`config.mk`:
```
export PLATFORM = sky130hd
export DESIGN_NAME = fpsr_regs
export DESIGN_NICKNAME = d
export VERILOG_FILES = /design/src/design/fpsr_pkg.sv /design/src/design/fpsr_irq.sv /design/src/design/fpsr_regs.sv
export VERILOG_INCLUDE_DIRS = /design/src /design/src/design
export SDC_FILE = /design/constraint.sdc
export NUM_CORES = 1
export LEC_CHECK = 0
export ABC_CLOCK_PERIOD_IN_PS = 4500
export BUFFER_PORTS_ARGS = -buffer_cell sky130_fd_sc_hd__buf_2
export CAP_MARGIN = 20
export CORE_MARGIN = 2
export CORE_UTILIZATION = 49
export DETAILED_ROUTE_END_ITERATION = 10
export PLACE_DENSITY_LB_ADDON = 0.05
export SLEW_MARGIN = 5
export SYNTH_ARGS = -nofsm -noshare
export SYNTH_HDL_FRONTEND = slang
export SYNTH_SLANG_ARGS = --single-unit
```
`constraint.sdc`:
```
create_clock -name clk -period 4.5 [get_ports clk]
set_input_delay 0.675 -clock clk [delete_from_list [all_inputs] [get_ports clk]]
set_output_delay 0.675 -clock clk [all_outputs]
set_load 0.03 [all_outputs]
```
`src/design/fpsr_cfg.svh`:
```
// Offsets, field positions, reset values and the rule summary
// How it works
// - Context address keeps bits 31:3 writable; bits 2:0 read zero.
// - Compare result sets N Z C V to 0110, 1000, 0010 or 0011.
// - Status bit 26 selects IEEE or alternative half-precision format.
// - Status bit 25 set returns default NaN for any NaN input.
// - Status bit 24 set enables flush-to-zero, clear means IEEE compliant.
// - Bits 23:22 select rounding: nearest, plus, minus, toward zero.
// - Six sticky exception flags stay set until software writes zero or a status read clears them.
// - Default status holds writable copies of bits 26, 25, 24, 23:22.
// - Unit leaves reset disabled; software enables it before use.
// - Context address and default status are reachable only when privileged.
// - Exception flags drive the interrupt, each gated by its own mask.
// - In one variant no masks exist and inexact never raises interrupt.
// - With lazy saving, a status read clears flags and, while lazy preservation is active, forces context save.
// - With automatic saving only, a status read clears the live flags.
// - Lazy preservation active means frame allocated, saving deferred.
`ifndef FPSR_CFG_SVH
`define FPSR_CFG_SVH
`define FPSR_OFF_CTX_ADDR 4'h8
`define FPSR_OFF_DEF_STAT 4'hC
`define FPSR_CTX_ADDR_MASK 32'hFFFF_FFF8
`define FPSR_DEF_STAT_MASK 32'h07C0_0000
`define FPSR_STAT_MASK 32'hF7C0_009F
`define FPSR_FLAG_MASK 8'h9F
`define FPSR_RESET 32'h0000_0000
`define FPSR_BIT_HALF 26
`define FPSR_BIT_DNAN 25
`define FPSR_BIT_FTZ 24
`define FPSR_RND_HI 23
`define FPSR_RND_LO 22
`define FPSR_BIT_INEXACT 4
`define FPSR_CPA_LO 20
`define FPSR_CPA_HI 23
`endif

```
`src/design/fpsr_pkg.sv`:
```
// Types shared by the status and context register bank
package fpsr_pkg;
  typedef enum logic [1:0] {
    FPSR_CMP_EQ = 2'h0,
    FPSR_CMP_LT = 2'h1,
    FPSR_CMP_GT = 2'h3,
    FPSR_CMP_UN = 2'h2
  } fpsr_cmp_type;
  typedef enum logic [1:0] {
    FPSR_RND_NEAREST = 2'h0,
    FPSR_RND_PLUS = 2'h1,
    FPSR_RND_MINUS = 2'h2,
    FPSR_RND_ZERO = 2'h3
  } fpsr_rnd_type;
  typedef enum logic [1:0] {
    FPSR_IDLE = 2'h0,
    FPSR_SAVE = 2'h1,
    FPSR_DONE = 2'h3
  } fpsr_save_type;
endpackage : fpsr_pkg

```
`src/design/fpsr_irq.sv`:
```
// Masked interrupt combining of the sticky exception flags
`timescale 1ns/1ps
`include "fpsr_cfg.svh"
module fpsr_irq #(
  parameter bit NO_MASK_VARIANT = 1'b0
) (
  input wire logic clk,
  input wire logic rst,
  input wire logic ce,
  input wire logic [7:0] flags,
  input wire logic [7:0] mask_en,
  output logic irq
);
  logic [7:0] gate;
  logic [7:0] hit;
  genvar i;
  generate
    for (i = 0; i < 8; i++) begin : g_gate
      if (NO_MASK_VARIANT) begin : g_nomask
        // Inexact never reaches the controller here
        assign gate[i] = (i != `FPSR_BIT_INEXACT);
      end else begin : g_mask
        assign gate[i] = mask_en[i];
      end
    end
  endgenerate
  assign hit = flags & gate & `FPSR_FLAG_MASK;
  always_ff @(posedge clk or posedge rst) begin
    if (rst) begin
      irq <= 1'b0;
    end else if (ce) begin
      irq <= |hit;
    end
  end
endmodule : fpsr_irq

```
`src/design/fpsr_regs.sv`:
```
// Floating-point status, default status and context address registers
`timescale 1ns/1ps
`include "fpsr_cfg.svh"
module fpsr_regs #(
  parameter bit NO_MASK_VARIANT = 1'b0
) (
  input wire logic clk,
  input wire logic rst,
  input wire logic ce,
  input wire logic priv,
  input wire logic [3:0] sys_addr,
  input wire logic sys_wr,
  input wire logic sys_rd,
  input wire logic [31:0] sys_wdata,
  output logic [31:0] sys_rdata,
  output logic sys_fault,
  input wire logic stat_wr,
  input wire logic stat_rd,
  input wire logic [31:0] stat_wdata,
  output logic [31:0] stat_rdata,
  input wire logic ctx_new,
  input wire logic cmp_valid,
  input wire logic [1:0] cmp_result,
  input wire logic exc_valid,
  input wire logic [7:0] exc_flags,
  input wire logic [31:0] coprocessor_access_control,
  input wire logic lazy_save_enable,
  input wire logic auto_save_enable,
  input wire logic lazy_active,
  input wire logic [7:0] flag_mask_en,
  output logic fpu_enabled,
  output logic save_req,
  input wire logic save_done,
  output logic alt_half_precision,
  output logic default_nan_mode,
  output logic flush_to_zero,
  output logic [1:0] rounding_select,
  output logic irq
);
  logic [31:0] fp_context_address_r;
  logic [31:0] fp_default_status_r;
  logic [31:0] fp_status_control_r;
  logic [3:0] nzcv_nxt;
  logic [7:0] flags_nxt;
  logic sys_ok;
  logic read_clears;
  fpsr_pkg::fpsr_save_type save_r;

  function automatic logic [3:0] fpsr_cmp_flags(input logic [1:0] res);
    case (fpsr_pkg::fpsr_cmp_type'(res))
      fpsr_pkg::FPSR_CMP_EQ: fpsr_cmp_flags = 4'h6;
      fpsr_pkg::FPSR_CMP_LT: fpsr_cmp_flags = 4'h8;
      fpsr_pkg::FPSR_CMP_GT: fpsr_cmp_flags = 4'h2;
      default: fpsr_cmp_flags = 4'h3;
    endcase
  endfunction : fpsr_cmp_flags

  // Privileged access only to the mapped registers
  assign sys_ok = priv;
  // Status read clears live flags when any context saving is on
  assign read_clears = stat_rd & (lazy_save_enable | auto_save_enable);

  // Both access fields must be full or privileged before use
  assign fpu_enabled =
    coprocessor_access_control[`FPSR_CPA_LO] &&
    coprocessor_access_control[`FPSR_CPA_LO + 2];

  always_ff @(posedge clk or posedge rst) begin
    if (rst) begin
      fp_context_address_r <= `FPSR_RESET;
    end else if (ce && sys_wr && sys_ok &&
                 sys_addr == `FPSR_OFF_CTX_ADDR) begin
      fp_context_address_r <= sys_wdata & `FPSR_CTX_ADDR_MASK;
    end
  end

  always_ff @(posedge clk or posedge rst) begin
    if (rst) begin
      fp_default_status_r <= `FPSR_RESET;
    end else if (ce && sys_wr && sys_ok &&
                 sys_addr == `FPSR_OFF_DEF_STAT) begin
      fp_default_status_r <= sys_wdata & `FPSR_DEF_STAT_MASK;
    end
  end

  always_comb begin
    nzcv_nxt = fp_status_control_r[31:28];
    if (stat_wr) begin
      nzcv_nxt = stat_wdata[31:28];
    end
    if (cmp_valid) begin
      nzcv_nxt = fpsr_cmp_flags(cmp_result);
    end
  end

  always_comb begin
    flags_nxt = fp_status_control_r[7:0];
    if (stat_wr) begin
      flags_nxt = stat_wdata[7:0];
    end else if (read_clears) begin
      flags_nxt = 8'h00;
    end
    if (exc_valid) begin
      // Hardware set wins over a clear in the same cycle
      flags_nxt = flags_nxt | exc_flags;
    end
    flags_nxt = flags_nxt & `FPSR_FLAG_MASK;
  end

  always_ff @(posedge clk or posedge rst) begin
    if (rst) begin
      fp_status_control_r <= `FPSR_RESET;
    end else if (ce) begin
      fp_status_control_r[31:28] <= nzcv_nxt;
      fp_status_control_r[7:0] <= flags_nxt;
      if (ctx_new) begin
        // New context takes the default mode bits
        fp_status_control_r[26:22] <= fp_default_status_r[26:22];
      end else if (stat_wr) begin
        fp_status_control_r[26:22] <= stat_wdata[26:22];
      end
    end
  end

  // Deferred save handshake when lazy preservation is active
  always_ff @(posedge clk or posedge rst) begin
    if (rst) begin
      save_r <= fpsr_pkg::FPSR_IDLE;
    end else if (ce) begin
      case (save_r)
        fpsr_pkg::FPSR_IDLE: begin
          if (stat_rd && lazy_save_enable && lazy_active) begin
            save_r <= fpsr_pkg::FPSR_SAVE;
          end
        end
        fpsr_pkg::FPSR_SAVE: begin
          if (save_done) begin
            save_r <= fpsr_pkg::FPSR_DONE;
          end
        end
        default: save_r <= fpsr_pkg::FPSR_IDLE;
      endcase
    end
  end
  assign save_req = (save_r == fpsr_pkg::FPSR_SAVE);

  always_ff @(posedge clk or posedge rst) begin
    if (rst) begin
      sys_rdata <= 32'h0000_0000;
      sys_fault <= 1'b0;
    end else if (ce) begin
      sys_fault <= (sys_rd | sys_wr) & ~sys_ok;
      if (!sys_rd || !sys_ok) begin
        sys_rdata <= 32'h0000_0000;
      end else if (sys_addr == `FPSR_OFF_CTX_ADDR) begin
        sys_rdata <= fp_context_address_r;
      end else if (sys_addr == `FPSR_OFF_DEF_STAT) begin
        sys_rdata <= fp_default_status_r;
      end else begin
        sys_rdata <= 32'h0000_0000;
      end
    end
  end

  always_ff @(posedge clk or posedge rst) begin
    if (rst) begin
      stat_rdata <= 32'h0000_0000;
    end else if (ce && stat_rd) begin
      stat_rdata <= fp_status_control_r & `FPSR_STAT_MASK;
    end
  end

  assign alt_half_precision = fp_status_control_r[`FPSR_BIT_HALF];
  assign default_nan_mode = fp_status_control_r[`FPSR_BIT_DNAN];
  assign flush_to_zero = fp_status_control_r[`FPSR_BIT_FTZ];
  assign rounding_select =
    fp_status_control_r[`FPSR_RND_HI:`FPSR_RND_LO];

  fpsr_irq #(
    .NO_MASK_VARIANT(NO_MASK_VARIANT)
  ) u_irq (
    .clk(clk),
    .rst(rst),
    .ce(ce),
    .flags(fp_status_control_r[7:0]),
    .mask_en(flag_mask_en),
    .irq(irq)
  );
endmodule : fpsr_regs

```
==> impl_metrics.toml, run 1 <==
[clock_network]
ctsResizeCount = 0
cts_max_level = 3
numCtsBuffers = 9
clk_latency_ns = 0.35
cts_tree = "yes"
clock_sinks = 97
clockBufferDepth = 2
hold_buffers = 0
postCtsSetupBuffers = 0
cts_root_buf = "clkbuf_8"
clkTransAtPathRegs_ns = 0.10

[worst_hold_path]
hold_path_class = "in2async"

[finish]
nFillCells = 688
area_growth_pct = 20.9
final_nets = 567
multiInputGateArea_sq_um = 1360
final_core_util_pct = 61.9
antenna-diode-count = 0
register_area_sq_um = 2430
drive_above_1_share_pct = 43.1

[synthesis]
yosysWarnings = 0
synth.cells.most_frequent = "dfrtp_1 (97), mux2_2 (33), a22o_1 (24), buf_4 (23), o21ai_0 (17)"
ys_seq_area_share_pct = 60.7
syn_area_per_cell_sq_um = 13.0
netlist_area_sq_um = 4000
yosys.area.top_type = "dfrtp_1"
ys_types = 32
dominantRegCellSynth = "dfrtp_1"
async_flop_share_pct = 100
synth_edf_count = 0
synth-seq-cells = 97
synth_top_area_share_pct = 60.7
synth.most_common_cell = "dfrtp_1"
syn_inst = 307
yosys-top-cells-area = "dfrtp_1 (61%), mux2_2 (9.3%), a22o_1 (5.3%), buf_4 (4.3%), a22oi_1 (3.0%)"

[route]
drt_iter0_drc = 69
drt_drc_violations_left = 0
top_layer = "met4"
route.vias.total = 2742
wl_per_cell_um = 15.2
finalWirelength_um = 8230
met3WireLength_um = 654
ant_nets = 0
via_per_inst = 5.07
drt-met1-wl_um = 3690
wl_met2_um = 3790
drt_first_pass_iters = 4

[critical_path]
crit_cells = 5
r2r-start = "fp_status_control_r[2]$_DFFE_PP0P_"
end_kind = "flop"
ff2ff_setup_slack_ns = 3.51
worst_ep_arrival_time_ns = 2.21
worstReg2RegEnd = "u_irq.irq$_DFFE_PP0P_"
required_ns = 4.73
path_cells = "buf_2 -> or3b_4 -> nor3_4 -> buf_4 -> mux2_2"
r2r_cells = 2
critPathBufInv = 2
worstPathMaxFanout = 27
cp_slowest_cell = "or3b_4"
max_stage_delay_ns = 0.44
worstSetupPathType = "in2reg"
start_kind = "primary input"
crit_family = "simple AND/OR/NAND/NOR gates"

[power]
p_leak_nw = 2.58
ir_drop_mv = 0.183
p_total_w = 0.00188
cellPowerDensity_nw_per_um2 = 389

[die]
rows = 32
die_y_um = 94.3
die_area_sq_um = 8900
fp.dieW_um = 94.3
coreArea_sq_um = 7810
initial_utilization_pct = 51.2
ios = 206

[job]
maxCapViolations = 0

[sta]
max_freq_mhz = 505
worst_pin_slew_ns = 0.918
grt_setup_unrepaired = "no"
timing.final.ws_setup_ns = 2.52
tns_ns = 0
whs_ns = 0.389
slew-limit-headroom_pct = 38.6
hold_violations = 0
setup_viol = 0
period_needed_ns = 1.98
period_share_pct = 44.0
finalMaxSlewViolations = 0
clock_skew_ns = 0.0106

[placement]
dp_slack_ns = 2.13
io_buffers = 131
dp_hpwl_um = 5870
gp_congestion = 0.741

[grt]
antenna_found_initial = 1
overflow = 0
grt_pass1_wl_um = 13300
grt_max_degree = 51
track_usage_pct = 19.3
first_global_vias = 2726

[outcome]
outcome = "completed"
## routing by layer
metal | track usage, % | vias up
li1 | - | 1315
met1 | 26.8 | 1335
met2 | 29.1 | 85
met3 | 6.15 | 7
met4 | 6.28 | 0
met5 | 0 | -
## cell families (layout without fill, tap and decap cells)
| kind of cell | count (synthesis) | in the layout | synth area share (%) |
|---|---|---|---|
| other cells | 1 | 20 | 0.0938 |
| compound gates | 77 | 77 | 14.0 |
| buf+inv | 50 | 163 | 7.35 |
| simple gates | 34 | 34 | 4.44 |
| flops | 97 | 97 | 60.7 |
| mux | 48 | 48 | 13.4 |
## registers in the layout (all words and copies together) (netlist names), 2 cells and up
name / flops
fp_context_address_r: 29
fp_default_status_r: 5
fp_status_control_r: 10
rounding_select: 2
save_r: 2
stat_rdata: 15
sys_rdata: 29
## worst max path at each step
stage	start	endpoint
after detailed placement	sys_addr[1]	fp_context_address_r[20]$_DFFE_PP0P_
after global routing	sys_addr[1]	fp_context_address_r[22]$_DFFE_PP0P_
final	sys_addr[1]	fp_context_address_r[19]$_DFFE_PP0P_
after CTS	sys_addr[1]	fp_context_address_r[19]$_DFFE_PP0P_
after floorplan	rst	alt_half_precision$_DFFE_PP0P_
after global placement	sys_addr[1]	fp_context_address_r[21]$_DFFE_PP0P_
## layout by cell type (no fill, tap or decap), drive strengths merged, types with 3 or more instances in the layout
cell,netlist,routed
a22oi,16,16
nor2b,3,3
mux2i,5,5
conb,1,20
a21oi,3,3
mux2,43,43
nand2,15,15
clkbuf,8,11
buf,29,134
o2bb2ai,5,5
a22o,24,24
nor2,5,5
o22ai,6,6
clkinv,0,3
dfrtp,97,97
nand3,3,3
nor3,3,3
inv,13,14
o21ai,17,17
## where the power goes
| part | switching [W] | total, W | internal (W) |
|---|---|---|---|
| clock | 0.000299 | 0.000534 | 0.000235 |
| combinational | 0.000208 | 0.000334 | 0.000125 |
| sequential | 0.0000480 | 0.00101 | 0.000964 |
| total | 0.000555 | 0.00188 | 0.00132 |
## worst reg2reg max path, cell delays in order (launching register included)
cell and delay [ns]:
dfrtp_1 0.39, a221oi_1 0.35, a31oi_1 0.13
## area by class of cell
| type | count | share of cell area, % |
|---|---|---|
| inverters | 13 | 1.06 |
| flip-flops and latches | 97 | 50.2 |
| well taps | 102 | 2.64 |
| clock buffers | 11 | 3.13 |
| clock inverters | 5 | 0.802 |
| multi-input cells | 179 | 28.2 |
| repair buffers | 134 | 14.0 |
## stage by stage
step / cells / cell area, sq um
detailed placement: 525 / 4650
global placement: 525 / 4650
CTS: 541 / 4840
finish: 541 / 4840
global route: 541 / 4840
floorplan: 326 / 4070
Power figures use the tool's default switching activity.
==> run 2, diff against run 1 <==
--- a/config.mk
+++ b/config.mk
@@ -6,11 +6,12 @@
 export SDC_FILE = /design/constraint.sdc
 export NUM_CORES = 1
 export LEC_CHECK = 0
-export ABC_CLOCK_PERIOD_IN_PS = 4500
+export ABC_AREA = 1
+export ABC_CLOCK_PERIOD_IN_PS = 2000
 export BUFFER_PORTS_ARGS = -buffer_cell sky130_fd_sc_hd__buf_2
 export CAP_MARGIN = 20
 export CORE_MARGIN = 2
-export CORE_UTILIZATION = 49
+export CORE_UTILIZATION = 47
 export DETAILED_ROUTE_END_ITERATION = 10
 export PLACE_DENSITY_LB_ADDON = 0.05
 export SLEW_MARGIN = 5
==> constraint.sdc (replaced) <==
create_clock -name clk -period 2 [get_ports clk]
set_input_delay 0.3 -clock clk [delete_from_list [all_inputs] [get_ports clk]]
set_output_delay 0.3 -clock clk [all_outputs]
set_load 0.03 [all_outputs]
==> impl_metrics.toml, run 2 <==
[outcome]
outcome = "completed"

[grt]
antenna_found_initial = 0
grt.busiest_layer = "met2"
met1_usage_pct = 29.8
grt_pass1_wl_um = 16600
use_met2_pct = 33.1
first_global_vias = 3434
overflow = 0
track_usage_pct = 21.0
gr-usage-met3_pct = 3.06
grt_max_degree = 39

[synthesis]
synth_top_family_by_area = "simple AND/OR/NAND/NOR gates"
synth-seq-cells = 97
synth_simple_gate_area_share_pct = 31.8
synth_compound_area_share_pct = 2.74
netlist_area_sq_um = 4340
synth.cells.most_frequent = "nand2_1 (216), dfrtp_1 (97), nand3_1 (83), inv_1 (26), buf_4 (25)"
ys_types = 21
syn_inst = 524
dominantRegCellSynth = "dfrtp_1"
synth_fa_ha_area_share_pct = 0
yosys.area_share.xor_xnor_pct = 0
syn_area_per_cell_sq_um = 8.28
synth_top_area_share_pct = 56.0
yosys.area.top_type = "dfrtp_1"
yosys-top-cells-area = "dfrtp_1 (56%), nand2_1 (19%), nand3_1 (9.6%), buf_4 (4.3%), inv_1 (2.3%)"
synth_mux_area_share_pct = 0
ys_seq_area_share_pct = 56.0
synth_edf_count = 0
synth.most_common_cell = "nand2_1"
async_flop_share_pct = 100
yosysWarnings = 0

[die]
die_area_sq_um = 10000
rows = 35
initial_utilization_pct = 47.6
ios = 206
fp.dieW_um = 100
die_y_um = 100
coreArea_sq_um = 9110

[clock_network]
cts_max_level = 3
cts_root_buf = "clkbuf_8"
numCtsBuffers = 9
clkTransAtPathRegs_ns = 0.10
clk_latency_ns = 0.36
clock_sinks = 97
cts_tree = "yes"
clockBufferDepth = 2
postCtsSetupBuffers = 0
ctsResizeCount = 0
hold_buffers = 0

[sta]
grt_setup_unrepaired = "no"
setup_viol = 0
clock_skew_ns = 0.0105
slew-limit-headroom_pct = 48.2
period_share_pct = 73.6
finalMaxSlewViolations = 0
period_needed_ns = 1.47
worst_pin_slew_ns = 0.769
max_freq_mhz = 679
tns_ns = 0
hold_violations = 0

[placement]
io_buffers = 131
gp_congestion = 0.822
dp_hpwl_um = 7290

[route]
drt_iter0_drc = 110
drt_drc_violations_left = 0
wl_per_cell_um = 13.1
ant_nets = 0
drt_first_pass_iters = 4
via_per_inst = 4.85
finalWirelength_um = 10100
route.vias.total = 3714

[finish]
largest_registers = "fp_context_address_r x29, sys_rdata x29, stat_rdata x15"
final_core_util_pct = 57.4
final_nets = 783
antenna-diode-count = 0
final_common_cell = "nand2_1"
drive_above_1_share_pct = 25.5
final_cell_mix = "nand2_1 (216), buf_2 (131), dfrtp_1 (97), nand3_1 (83), inv_1 (25)"
area_growth_pct = 20.6

[critical_path]
worstSetupPathType = "reg2out"
worstPathMaxFanout = 3
worst_ep_arrival_time_ns = 1.17
r2r_cells = 4
max_stage_delay_ns = 0.41
critPathBufInv = 1
cp_slowest_cell = "dfrtp_1"
required_ns = 1.70
ff2ff_setup_slack_ns = 1.12
r2r-start = "save_r[1]$_DFFE_PP0P_"
path_cells = "nor2_1 -> buf_2"
crit_family = "flip-flops"
worstReg2RegEnd = "save_r[0]$_DFFE_PP0P_"
end_kind = "primary output"
startpoint = "save_r[1]$_DFFE_PP0P_"
start_kind = "flop"

[power]
p_leak_nw = 3.09
ir_drop_mv = 0.396
cellPowerDensity_nw_per_um2 = 832

[job]
maxCapViolations = 0

[worst_hold_path]
hold_path_class = "in2async"
## run 2: changes by cell type after synthesis, moves of 5 or more
cell and change:
a21oi_1 +8, a22o_1 -24, a22oi_1 -16, buf_2 +6, inv_1 +13, mux2_1 -10, mux2_2 -33, mux2i_1 -5
nand2_1 +201, nand3_1 +80, nor2_1 +17, o21ai_0 -7, o22ai_1 -5, o2bb2ai_1 -5
## run 2: power breakdown
| part | switching, W | total, W | internal, W | leakage [nW] |
|---|---|---|---|---|
| sequential | 0.000115 | 0.00228 | 0.00216 | 1.27 |
| combinational | 0.000550 | 0.000798 | 0.000249 | 1.73 |
| clock | 0.000692 | 0.00128 | 0.000583 | 0.0964 |
| total | 0.00136 | 0.00435 | 0.00300 | 3.09 |
## run 2: logic make-up (layout without fill, tap and decap cells)
family	Yosys count	after routing
buffers and inverters	74	186
AOI/OAI and AO/OA	23	23
and+or+nand+nor	329	329
other	1	20
DFF	97	97
## run 2: worst max path at each step
stage                                         endpoint  slack [ns]  cells after the start
floorplan               alt_half_precision$_DFFE_PP0P_        0.55                      1
global placement    fp_status_control_r[1]$_DFFE_PP0P_        0.43                      6
detailed placement  fp_status_control_r[1]$_DFFE_PP0P_        0.39                      6
CTS                                           save_req        0.51                      2
global route                                  save_req        0.50                      2
finish                                        save_req        0.53                      2
## run 2: per-layer routing
| layer | wire length (um) | part of all wire (%) |
|---|---|---|
| met3 | 508 | 5.1 |
| met2 | 4660 | 46 |
| met4 | 145 | 1.4 |
| met1 | 4740 | 47 |
| met5 | 0 | 0 |
## run 2: metrics by stage
step	hold WS, ns	total power, W	std cells	setup WS, ns	area, sq um
floorplan	0.424	0.00288	543	0.552	4410
global placement	0.417	0.00310	750	0.432	5030
detailed placement	0.423	0.00313	750	0.393	5030
CTS	0.0220	0.00439	766	0.511	5230
global route	0.0354	0.00457	766	0.495	5230
finish	0.00617	0.00435	766	0.527	5230
## run 2: cell type report
type | count | area (sq um)
clock buffers | 10 | 128
clock inverters | 6 | 68.8
fillers | 883 | 3880
inverters | 27 | 105
multi-input cells | 372 | 1580
flip-flops and latches | 97 | 2430
well taps | 111 | 139
repair buffers | 143 | 783
